**config.mk**
```make
export PLATFORM = sky130hd
export DESIGN_NAME = parity_host
export DESIGN_NICKNAME = d
export VERILOG_FILES = /design/src/common/parity_host_pkg.sv /design/src/rtl/parity_host.sv
export VERILOG_INCLUDE_DIRS = /design/src /design/src/common
export SDC_FILE = /design/constraint.sdc
export NUM_CORES = 1
export LEC_CHECK = 0
export BUFFER_PORTS_ARGS = -buffer_cell sky130_fd_sc_hd__buf_2
export CORE_AREA = 4 4 148 150
export CTS_CLUSTER_SIZE = 30
export DETAILED_ROUTE_END_ITERATION = 6
export DIE_AREA = 0 0 152 154
export GPL_TIMING_DRIVEN = 0
export PLACE_DENSITY = 0.68
export SLEW_MARGIN = 10
export SYNTH_ARGS = -nofsm -noshare
export SYNTH_HDL_FRONTEND = slang
export SYNTH_SLANG_ARGS = --single-unit
```
**constraint.sdc**
```tcl
create_clock -name i_ref_clk -period 1.95 [get_ports i_ref_clk]
set_input_delay 0.39 -clock i_ref_clk [delete_from_list [all_inputs] [get_ports i_ref_clk]]
set_output_delay 0.39 -clock i_ref_clk [all_outputs]
set_load 0.01 [all_outputs]
```
**src/common/parity_host_defs.svh**
```systemverilog
`ifndef PARITY_HOST_DEFS_SVH
`define PARITY_HOST_DEFS_SVH
// Function
// - Master writes a 16-bit control word; all defined bits read back.
// - Memory flags read data present; controller then starts checking.
// - High-byte parity line two-way: generated on writes, stored on reads.
// - Low-byte parity line behaves alike, covering data bits 7..0.

// -------------------------------------------------------------------
// device register window (octal, 18-bit bus address)
// -------------------------------------------------------------------
`define CSR_BASE_ADDR   18'o772100
`define CSR_WORD_SHIFT  1

// -------------------------------------------------------------------
// avalon register word indices and fields
// -------------------------------------------------------------------
`define REG_CTRL    3'h0
`define REG_WDATA   3'h1
`define REG_RDATA   3'h2
`define REG_STATUS  3'h3
`define REG_PARITY  3'h4
`define CTRL_START  0
`define CTRL_WRITE  1
`define CTRL_BYTE   2
`define CTRL_PAUSE  3
`define CTRL_IDX_LO 4
`define CTRL_IDX_HI 7
`define ST_BUSY     0
`define ST_DONE     1
`define ST_TIMEOUT  2
`define ST_ERRCODE  3
`define ST_PCLR     4
`define ST_PCLR_OK  5
`define ST_WPAR_LO  6
`define ST_WPAR_HI  7
`define ST_PW_LO    8
`define ST_PW_HI    15

// -------------------------------------------------------------------
// timing
// -------------------------------------------------------------------
`define CLK_NS        10
`define SETUP_NS      150
`define PCLR_NS       500
`define TIMEOUT_NS    10000
`define SYNC_W        22
`endif

```
**src/common/parity_host_pkg.sv**
```systemverilog
package parity_host_pkg;
   // bus cycle kinds, driven on the two control lines
   typedef enum logic [1:0] {
      CYC_DATI  = 2'b00,
      CYC_DATIP = 2'b01,
      CYC_DATO  = 2'b10,
      CYC_DATOB = 2'b11
   } cycle_t;

   typedef enum logic [2:0] {
      ST_IDLE    = 3'b000,
      ST_SETUP   = 3'b001,
      ST_WAIT_SS = 3'b010,
      ST_RELEASE = 3'b011
   } host_state_t;

   // one bus request as it stands on the pins
   typedef struct packed {
      logic [17:0] addr;
      cycle_t ctl;
      logic [15:0] data;
   } bus_req_t;
endpackage : parity_host_pkg

```
**src/rtl/parity_host.sv**
```systemverilog
// The register addresses and register access over Avalon-MM were left to the implementer.
`include "parity_host_defs.svh"

module parity_host
   import parity_host_pkg::*;
#(
   parameter int TIMEOUT_CYC = `TIMEOUT_NS / `CLK_NS
) (
   // clock and reset
   input wire logic i_ref_clk,
   input wire logic i_srst,
   // avalon-mm slave
   input wire logic [2:0] i_avs_address,
   input wire logic i_avs_read,
   input wire logic i_avs_write,
   input wire logic [31:0] i_avs_writedata,
   output logic [31:0] o_avs_readdata,
   output logic o_avs_waitrequest,
   // system bus toward the device
   output logic [17:0] o_bus_addr,
   output logic [1:0] o_bus_ctl,
   output logic o_bus_msyn,
   input wire logic i_bus_ssyn,
   input wire logic [15:0] i_bus_data,
   output logic [15:0] o_bus_data,
   output logic o_bus_data_oe,
   input wire logic i_bus_pb,
   input wire logic i_bus_pa,
   // internal memory bus toward the device
   output logic o_internal_data_present_strobe,
   input wire logic i_high_byte_parity_line,
   output logic o_high_byte_parity_line,
   output logic o_high_byte_parity_line_oe,
   input wire logic i_low_byte_parity_line,
   output logic o_low_byte_parity_line,
   output logic o_low_byte_parity_line_oe,
   input wire logic i_pause_clear_restore_pulse
);

   localparam int SETUP_CYC = (`SETUP_NS + `CLK_NS - 1) / `CLK_NS;
   localparam int PCLR_CYC = (`PCLR_NS + `CLK_NS - 1) / `CLK_NS;

   // -------------------------------------------------------------------
   // helpers
   // -------------------------------------------------------------------
   // device register address from strap index: base plus word step
   function automatic logic [17:0] csr_addr(input logic [3:0] idx);
      csr_addr = `CSR_BASE_ADDR | (18'(idx) << `CSR_WORD_SHIFT);
   endfunction : csr_addr

   // -------------------------------------------------------------------
   // input synchronisers: three flops, accept when stages two and three agree
   // -------------------------------------------------------------------
   logic [`SYNC_W-1:0] raw_in;
   logic [`SYNC_W-1:0] s1_reg;
   logic [`SYNC_W-1:0] s2_reg;
   logic [`SYNC_W-1:0] s3_reg;
   logic [`SYNC_W-1:0] filt_reg;
   assign raw_in = {i_bus_ssyn, i_bus_pb, i_bus_pa,
                    i_pause_clear_restore_pulse, i_high_byte_parity_line,
                    i_low_byte_parity_line, i_bus_data};

   always_ff @(posedge i_ref_clk) begin
      if (i_srst) begin
         s1_reg <= '0;
         s2_reg <= '0;
         s3_reg <= '0;
         filt_reg <= '0;
      end else begin
         s1_reg <= raw_in;
         s2_reg <= s1_reg;
         s3_reg <= s2_reg;
         for (int i = 0; i < `SYNC_W; i++) begin
            if (s2_reg[i] == s3_reg[i]) begin
               filt_reg[i] <= s3_reg[i];
            end
         end
      end
   end

   logic ssyn_f;
   logic pb_f;
   logic pa_f;
   logic pclr_f;
   logic [1:0] par_f;
   logic [15:0] data_f;
   assign {ssyn_f, pb_f, pa_f, pclr_f, par_f, data_f} = filt_reg;

   // -------------------------------------------------------------------
   // software registers
   // -------------------------------------------------------------------
   logic ack_reg;
   logic acc;
   logic [31:0] ctrl_reg;
   logic [15:0] wdata_reg;
   logic [15:0] rdata_reg;
   logic [1:0] stored_par_reg;
   logic done_reg;
   logic timeout_reg;
   logic errcode_reg;
   logic pclr_seen_reg;
   logic [7:0] pclr_width_reg;
   logic [1:0] wpar_reg;
   logic start;
   host_state_t state_reg;
   logic [31:0] status;

   assign acc = i_avs_read | i_avs_write;
   // one wait state on every access, then the answer
   assign o_avs_waitrequest = acc & ~ack_reg;
   assign start = ack_reg & i_avs_write & (i_avs_address == `REG_CTRL)
                  & i_avs_writedata[`CTRL_START] & (state_reg == ST_IDLE);

   assign status = {16'h0000, pclr_width_reg, wpar_reg,
                    pclr_width_reg >= 8'(PCLR_CYC), pclr_seen_reg,
                    errcode_reg, timeout_reg, done_reg,
                    state_reg != ST_IDLE};

   always_ff @(posedge i_ref_clk) begin
      if (i_srst) begin
         ack_reg <= 1'b0;
         o_avs_readdata <= 32'h0000_0000;
      end else begin
         ack_reg <= acc & ~ack_reg;
         if (acc & ~ack_reg) begin
            case (i_avs_address)
               `REG_CTRL: o_avs_readdata <= ctrl_reg;
               `REG_WDATA: o_avs_readdata <= {16'h0000, wdata_reg};
               `REG_RDATA: o_avs_readdata <= {16'h0000, rdata_reg};
               `REG_STATUS: o_avs_readdata <= status;
               `REG_PARITY: o_avs_readdata <= {30'h0, stored_par_reg};
               default: o_avs_readdata <= 32'h0000_0000; // unmapped
            endcase
         end
      end
   end

   // writable control registers; start bit is not stored
   always_ff @(posedge i_ref_clk) begin
      if (i_srst) begin
         ctrl_reg <= 32'h0000_0000;
         wdata_reg <= 16'h0000;
         stored_par_reg <= 2'b00;
      end else if (ack_reg & i_avs_write) begin
         case (i_avs_address)
            `REG_CTRL: begin
               ctrl_reg <= {24'h0, i_avs_writedata[`CTRL_IDX_HI:`CTRL_PAUSE],
                            i_avs_writedata[`CTRL_BYTE:`CTRL_WRITE], 1'b0};
            end
            `REG_WDATA: wdata_reg <= i_avs_writedata[15:0];
            `REG_PARITY: stored_par_reg <= i_avs_writedata[1:0];
            default: ;
         endcase
      end
   end

   // -------------------------------------------------------------------
   // bus cycle sequencer
   // -------------------------------------------------------------------
   bus_req_t req_reg;
   logic [15:0] cnt_reg;
   logic is_read;
   assign is_read = ~req_reg.ctl[1];

   always_ff @(posedge i_ref_clk) begin
      if (i_srst) begin
         state_reg <= ST_IDLE;
         req_reg <= '0;
         cnt_reg <= 16'h0000;
         o_bus_msyn <= 1'b0;
      end else begin
         case (state_reg)
            ST_IDLE: begin
               if (start) begin
                  req_reg.addr <= csr_addr(
                     i_avs_writedata[`CTRL_IDX_HI:`CTRL_IDX_LO]);
                  req_reg.ctl <= cycle_t'({i_avs_writedata[`CTRL_WRITE],
                     i_avs_writedata[`CTRL_WRITE] ?
                     i_avs_writedata[`CTRL_BYTE] :
                     i_avs_writedata[`CTRL_PAUSE]});
                  req_reg.data <= wdata_reg;
                  cnt_reg <= 16'h0000;
                  state_reg <= ST_SETUP;
               end
            end
            // address and data settle before master sync
            ST_SETUP: begin
               cnt_reg <= cnt_reg + 16'h0001;
               if (cnt_reg >= 16'(SETUP_CYC - 1)) begin
                  o_bus_msyn <= 1'b1;
                  cnt_reg <= 16'h0000;
                  state_reg <= ST_WAIT_SS;
               end
            end
            // a withheld slave sync ends here by timeout, not a hang
            ST_WAIT_SS: begin
               cnt_reg <= cnt_reg + 16'h0001;
               if (ssyn_f | (cnt_reg >= 16'(TIMEOUT_CYC - 1))) begin
                  o_bus_msyn <= 1'b0;
                  state_reg <= ST_RELEASE;
               end
            end
            ST_RELEASE: begin
               if (~ssyn_f) begin
                  state_reg <= ST_IDLE;
               end
            end
            default: state_reg <= ST_IDLE;
         endcase
      end
   end

   // results of a cycle; a new start clears the sticky flags
   always_ff @(posedge i_ref_clk) begin
      if (i_srst) begin
         done_reg <= 1'b0;
         timeout_reg <= 1'b0;
         errcode_reg <= 1'b0;
         wpar_reg <= 2'b00;
         rdata_reg <= 16'h0000;
      end else if (start) begin
         done_reg <= 1'b0;
         timeout_reg <= 1'b0;
         errcode_reg <= 1'b0;
      end else if ((state_reg == ST_WAIT_SS) &
                   (ssyn_f | (cnt_reg >= 16'(TIMEOUT_CYC - 1)))) begin
         done_reg <= 1'b1;
         timeout_reg <= ~ssyn_f;
         errcode_reg <= ssyn_f & pb_f & ~pa_f;
         if (is_read & ssyn_f) begin
            rdata_reg <= data_f;
         end
         if (~is_read) begin
            wpar_reg <= par_f; // generated parity
         end
      end
   end

   // pause-clear width meter; a pulse ending as start lands still counts
   logic pclr_d_reg;
   logic [7:0] pclr_cnt_reg;
   always_ff @(posedge i_ref_clk) begin
      if (i_srst) begin
         pclr_d_reg <= 1'b0;
         pclr_cnt_reg <= 8'h00;
         pclr_seen_reg <= 1'b0;
         pclr_width_reg <= 8'h00;
      end else begin
         pclr_d_reg <= pclr_f;
         if (pclr_f) begin
            pclr_cnt_reg <= (pclr_cnt_reg == 8'hFF) ? pclr_cnt_reg :
                            pclr_cnt_reg + 8'h01;
         end else begin
            pclr_cnt_reg <= 8'h00;
         end
         if (pclr_d_reg & ~pclr_f) begin
            pclr_seen_reg <= 1'b1;
            pclr_width_reg <= pclr_cnt_reg;
         end else if (start) begin
            pclr_seen_reg <= 1'b0;
         end
      end
   end

   // -------------------------------------------------------------------
   // pin drive
   // -------------------------------------------------------------------
   logic active;
   assign active = (state_reg == ST_SETUP) | (state_reg == ST_WAIT_SS);
   assign o_bus_addr = req_reg.addr;
   assign o_bus_ctl = req_reg.ctl;
   assign o_bus_data = req_reg.data;
   assign o_bus_data_oe = active & ~is_read;
   // memory end: flag read data present while master sync is up
   assign o_internal_data_present_strobe =
      (state_reg == ST_WAIT_SS) & is_read;
   // stored parity flows toward the device only on reads
   assign o_high_byte_parity_line = stored_par_reg[1];
   assign o_low_byte_parity_line = stored_par_reg[0];
   assign o_high_byte_parity_line_oe = active & is_read;
   assign o_low_byte_parity_line_oe = active & is_read;
endmodule : parity_host

```
-- Yosys cells after proc, flatten, opt, wreduce, memory -nomap -nowiden
Index checks and enable logic that the tools add are counted.
- flip-flop bits (word level): 228
- word-level logic and storage cells: 138
- mux-type cells: 15
- bitwise operators: 22
- $lt $le $gt $ge: 3
- reductions and logical operators: 17
- equality and inequality tests: 34
- add/sub/neg operators: 2
- operator list (cell ; number):
    16-bit one-hot mux with 5 select lines ; 1
    16-bit one-hot mux with 3 select lines ; 1
    16-bit two-way mux ; 2
    1-bit == test ; 22
    16-bit by 1-bit adder with 16-bit output, second input constant ; 1
    16-bit by 10-bit greater-or-equal comparator with 1-bit output, second input constant ; 1
    16-bit by 4-bit greater-or-equal comparator with 1-bit output, second input constant ; 1
    1-bit bitwise AND ; 13
    3-bit by 2-bit == test with 1-bit output, second input constant ; 4
    3-bit two-way mux ; 4
    3-bit one-hot mux with 4 select lines ; 1
    2-bit AND reduction ; 5
    3-bit AND reduction ; 3
    8-bit by 1-bit adder with 8-bit output, second input constant ; 1
    8-bit == test, second input constant ; 1
    8-bit by 6-bit greater-or-equal comparator with 1-bit output, second input constant ; 1
    3-bit by 1-bit == test with 1-bit output, second input constant ; 2
    3-bit logical NOT ; 2
    2-bit inequality test, second input constant ; 3
    1-bit NOT ; 6
    3-bit nonzero test ; 2
    1-bit two-way mux ; 5
    4-bit AND reduction ; 1
    2-bit nonzero test ; 2
    5 further kinds ; 8

-- Depth between registers and ports, before layout
- depth in word-level cells: 6
- gate-level depth with buffers: 8
- depth with buffers taken out: 7

-- Worst setup path after synthesis
Ideal clock, no wire load.
- path type: input port to flip-flop
- start: input i_avs_address[1]
- end: register state_reg[1]
- path slack: 171 ps
- arrival time: 1655 ps
- stages on the path: 6
- data required time: 1827 ps
- cell sequence: buf_2 nor2_4 nand3_2 a22o_1 a211oi_2 mux2_1
- longest elaborated chain between the ends: 6
- ends and longest elaborated chain (element ; RTL line ; text):
    from (decl) ; parity_host.sv:13 ; input wire logic [2:0] i_avs_address,
    3-bit logical NOT ; - ;
    1-bit bitwise AND (3 in series) ; parity_host.sv:111 ; assign start = ack_reg & i_avs_write & (i_avs_address == `REG_CTRL)
    2-bit inequality test (no source line) ; - ;
    4-bit AND reduction (no source line) ; - ;
    to (signal assigned) ; parity_host.sv:167 ; state_reg <= ST_IDLE;
    to (signal assigned) ; parity_host.sv:183 ; state_reg <= ST_SETUP;
    to (signal assigned) ; parity_host.sv:192 ; state_reg <= ST_WAIT_SS;
    to (decl) ; parity_host.sv:105 ; host_state_t state_reg;
No other way between the ends.
A chain may end at the register's enable or synchronous reset.

-- Worst setup path in the final report
- start: register state_reg[1]
- end: output o_low_byte_parity_line_oe
- longest elaborated chain between the ends: 3
- elaborated cells on any way between the ends: 4
- those cells by class: 2 x eq/ne; 2 x bitwise
- ends and longest elaborated chain (element ; RTL line ; text):
    3-bit by 1-bit == test with 1-bit output / 3-bit by 2-bit == test with 1-bit output (equally long branches) ; parity_host.sv:269 ; assign active = (state_reg == ST_SETUP) | (state_reg == ST_WAIT_SS);
    1-bit bitwise OR (*) ; parity_host.sv:269 ;
    1-bit bitwise AND (*) ; parity_host.sv:281 ; assign o_low_byte_parity_line_oe = active & is_read;
    to (decl) ; parity_host.sv:36 ; output logic o_low_byte_parity_line_oe,
Mark *: on every way between the ends. The rest lies on a longest branch, timed or not.

==> impl_metrics.sql <==
INSERT INTO impl_metrics (metric_group, metric, value, unit) VALUES
('die', 'fp.coreArea', '0.02069', 'mm²'),
('global_route', 'maximum_number_of_pins_on_one_net_before_global_route_repair', '14', ''),
('synthesis', 'synth_cells', '887', ''),
('clock_tree', 'ctsHoldBuffers', '0', ''),
('sta', 'max_freq', '518.7', 'MHz'),
('die', 'die_h', '154', 'µm'),
('pwr', 'vdd_ir_drop_max', '0.6231', 'mV'),
('synthesis', 'synth.largest_area_cell', 'dfxtp_1', ''),
('clock_tree', 'clockBufferDepth', '3', ''),
('synthesis', 'yosys_warnings', '0', ''),
('die', 'die_width', '152', 'µm'),
('die', 'rows', '53', ''),
('synthesis', 'synthFlopType', 'dfxtp_1', ''),
('finish', 'area_growth_syn_to_layout', '22.87', '%'),
('placed_design', 'finalWeightedCongestion', '0.8624', ''),
('global_route', 'number_of_antenna_violations_at_the_first_check_in_global_routing', '0', ''),
('pwr', 'p_leak', '0.003981', 'µW'),
('finish', 'insertedDiodeCount', '0', ''),
('run_status', 'outcome', 'finished, final reports clean', ''),
('global_route', 'grt_overflow_total', '0', ''),
('route', 'detail_route.drc_violations', '0', ''),
('global_route', 'grt_pass1_vias', '6324', ''),
('synthesis', 'synth_seq_area_share', '52.17', '%'),
('critical_path', 'crit_arrival', '1540', 'ps'),
('clock_tree', 'cts.sinks', '211', ''),
('synthesis', 'synth_cell_types', '64', ''),
('die', 'boundaryPins', '137', ''),
('synthesis', 'cell_area_synth', '0.008097', 'mm²'),
('critical_path', 'worstSetupStartpointType', 'flip-flop', ''),
('critical_path', 'worst_ep_required_time', '1560', 'ps'),
('synthesis', 'synth.area.top_cells', 'dfxtp_1, nand2_1, a21oi_1', ''),
('sta', 'report.final.hold_viol_count', '0', ''),
('route', 'routed_wire_length_per_instance', '14.73', 'µm'),
('synthesis', 'synth_seq_cells', '211', ''),
('finish', 'final_cell_count_no_fill', '1325', ''),
('placed_design', 'buffer_ports.inserted', '96', ''),
('clock_tree', 'clk_transition_reported_paths', '60', 'ps'),
('clock_tree', 'cts_tree', 'yes', ''),
('route', 'drtAntennaViolNets', '0', ''),
('critical_path', 'path_class', 'flip-flop to output port', ''),
('critical_path', 'crit_path_max_fanout', '5', ''),
('sta', 'rsz0062_at_grt', 'yes', ''),
('placed_design', 'numPlacedInstances', '1279', ''),
('sta', 'post-route-period-util', '98.86', '%'),
('clock_tree', 'h_tree_levels', '1', ''),
('finish', 'layout.core_utilization', '48.08', '%'),
('sta', 'worst_slack', '22.26', 'ps'),
('pwr', 'pwr_density_cell', '974.3', 'mW/mm²'),
('sta', 'post_route_skew', '9.070', 'ps'),
('synthesis', 'synth-edff-count', '0', ''),
('sta', 'finalWorstPathRequiredPeriod', '1928', 'ps'),
('flow_run', 'drv.max_cap_violation_count', '0', ''),
('clock_tree', 'cts_inserted_buffers', '23', ''),
('die', 'fp.dieArea', '0.02341', 'mm²'),
('sta', 'max_slew.worst_pin.slew', '714.1', 'ps'),
('clock_tree', 'root_buffer_master', 'clkbuf_16', ''),
('finish', 'final_layout_size_suffix_gt1_share', '21.90', '%'),
('clock_tree', 'clock_insertion_delay_worst_skew', '510', 'ps'),
('route', 'num_vias', '6563', ''),
('route', 'firstDrtPassIters', '5', ''),
('die', 'start_util', '39.13', '%'),
('sta', 'worst_hold_margin', '82.72', 'ps'),
('min_path', 'hp-class', 'primary input to flip-flop', ''),
('sta', 'slew-limit-headroom', '52.40', '%'),
('route', 'viasPerCell', '4.953', ''),
('synthesis', 'postSynthAreaPerCell', '9.128', 'µm²'),
('sta', 'finalSetupViolations', '0', ''),
('synthesis', 'asyncSetResetFlopFracSynth', '0', '%'),
('placed_design', 'post-dp-hpwl', '14250', 'µm'),
('critical_path', 'critical_path.endpoint_type', 'output port', ''),
('finish', 'num-nets-final', '1103', ''),
('sta', 'setup_tns', '0', 'ps'),
('synthesis', 'synthDominantCellAreaShare', '52.17', '%'),
('sta', 'maxSlewViolCount', '0', ''),
('global_route', 'grt.total_usage', '16.23', '%'),
('global_route', 'grt_pass1_wl', '31840', 'µm'),
('synthesis', 'synth_common_cells', 'dfxtp_1, nand2_1, a21oi_1', ''),
('placed_design', 'post-place-ws', '-227.7', 'ps'),
('route', 'routed_wirelength', '19510', 'µm'),
('route', 'detail_route.iter0.violations', '356', ''),
('finish', 'layout.filler_cells', '1994', ''),
('synthesis', 'post-synth-top-count-cell', 'dfxtp_1', '');
[logic make-up after synthesis]
logic type               synth area share, %
AND/OR/NAND/NOR                        21.51
flip-flops                             52.17
AO/OA/AOI/OAI                          14.31
buffers and inverters                  6.089
multiplexers                           3.663
XOR/XNOR                              0.9736
adder cells (fa/ha/maj)                1.236
other                                0.04632
[layout make-up]
class,instances,area [µm²],share of cell area (%)
sequential,211,4230,42.52
multi-input combinational,610,3532,35.50
clock buffer,34,686.9,6.905
timing repair buffer,102,531.8,5.345
buffer,77,459.2,4.616
tap,275,344.1,3.459
clock inverter,7,127.6,1.283
inverter,9,36.28,0.3647
[path summary, 6_finish.rpt]
check / from / endpoint / slack, ps / depth (start not counted)
hold reg to reg: s1_reg[8]$_SDFF_PP0_ / s2_reg[8]$_SDFF_PP0_ / 430 / 1
setup reg to reg: cnt_reg[0]$_SDFFE_PP0P_ / wpar_reg[0]$_SDFFE_PP0P_ / 70 / 6
hold / removal: i_bus_data[3] / s1_reg[3]$_SDFF_PP0_ / 80 / 2
setup / recovery: state_reg[1]$_SDFFE_PP0P_ / o_low_byte_parity_line_oe / 20 / 5
[layout by cell type (no fill, tap or decap), types with 3 or more instances in the layout]
cell / n
buf_6: 7
nand4_1: 5
a21oi_1: 94
and4_1: 4
nand3_1: 20
mux2_2: 8
mux4_2: 6
a22oi_1: 14
a22o_1: 15
and3_1: 5
buf_1: 3
a41o_1: 4
clkbuf_8: 7
nor2_4: 3
o21ai_0: 27
nand2b_1: 3
clkbuf_1: 32
nor3_1: 5
ha_1: 7
bufinv_16: 3
nand2_1: 171
dfxtp_1: 208
inv_1: 5
a311oi_1: 3
clkbuf_16: 23
o211ai_1: 4
and2_1: 3
xor2_1: 6
a31oi_1: 5
buf_2: 105
nor2_1: 53
conb_1: 22
xnor2_1: 3
mux2i_1: 6
nor2b_1: 72
buf_4: 36
[critical path, stage by stage (launching register included)]
cell	delay [ps]
dfxtp_2	340
inv_2	60
ha_4	280
nor2b_4	150
buf_6	100
buf_6	90
[metrics by stage]
stage,cell area (µm²),power [µW]
final,9948,9693
after global routing,9948,10010
after CTS,9858,9740
after detailed placement,9000,5156
after global placement,9000,5150
after floorplan,8175,4947
[per-layer routing]
metal  vias to the layer above  share of wire [%]  track usage (%)
met4                         0                2.7            5.223
li1                       3260                  -                -
met3                        42                6.2            2.730
met5                         -                  0                0
met2                       201                 46            26.84
met1                      3060                 45            21.77
[repair_timing]
item,CTS,global route
buffers inserted,2,4
endpoints found under the setup margin,12,20
resized for setup,11,14
pin swaps,0,5
[power by group]
group / internal [µW] / switching (µW)
combinational: 300 / 399
sequential: 4390 / 39.4
clock: 2840 / 1720
total: 7540 / 2150
Power figures use the tool's default switching activity.
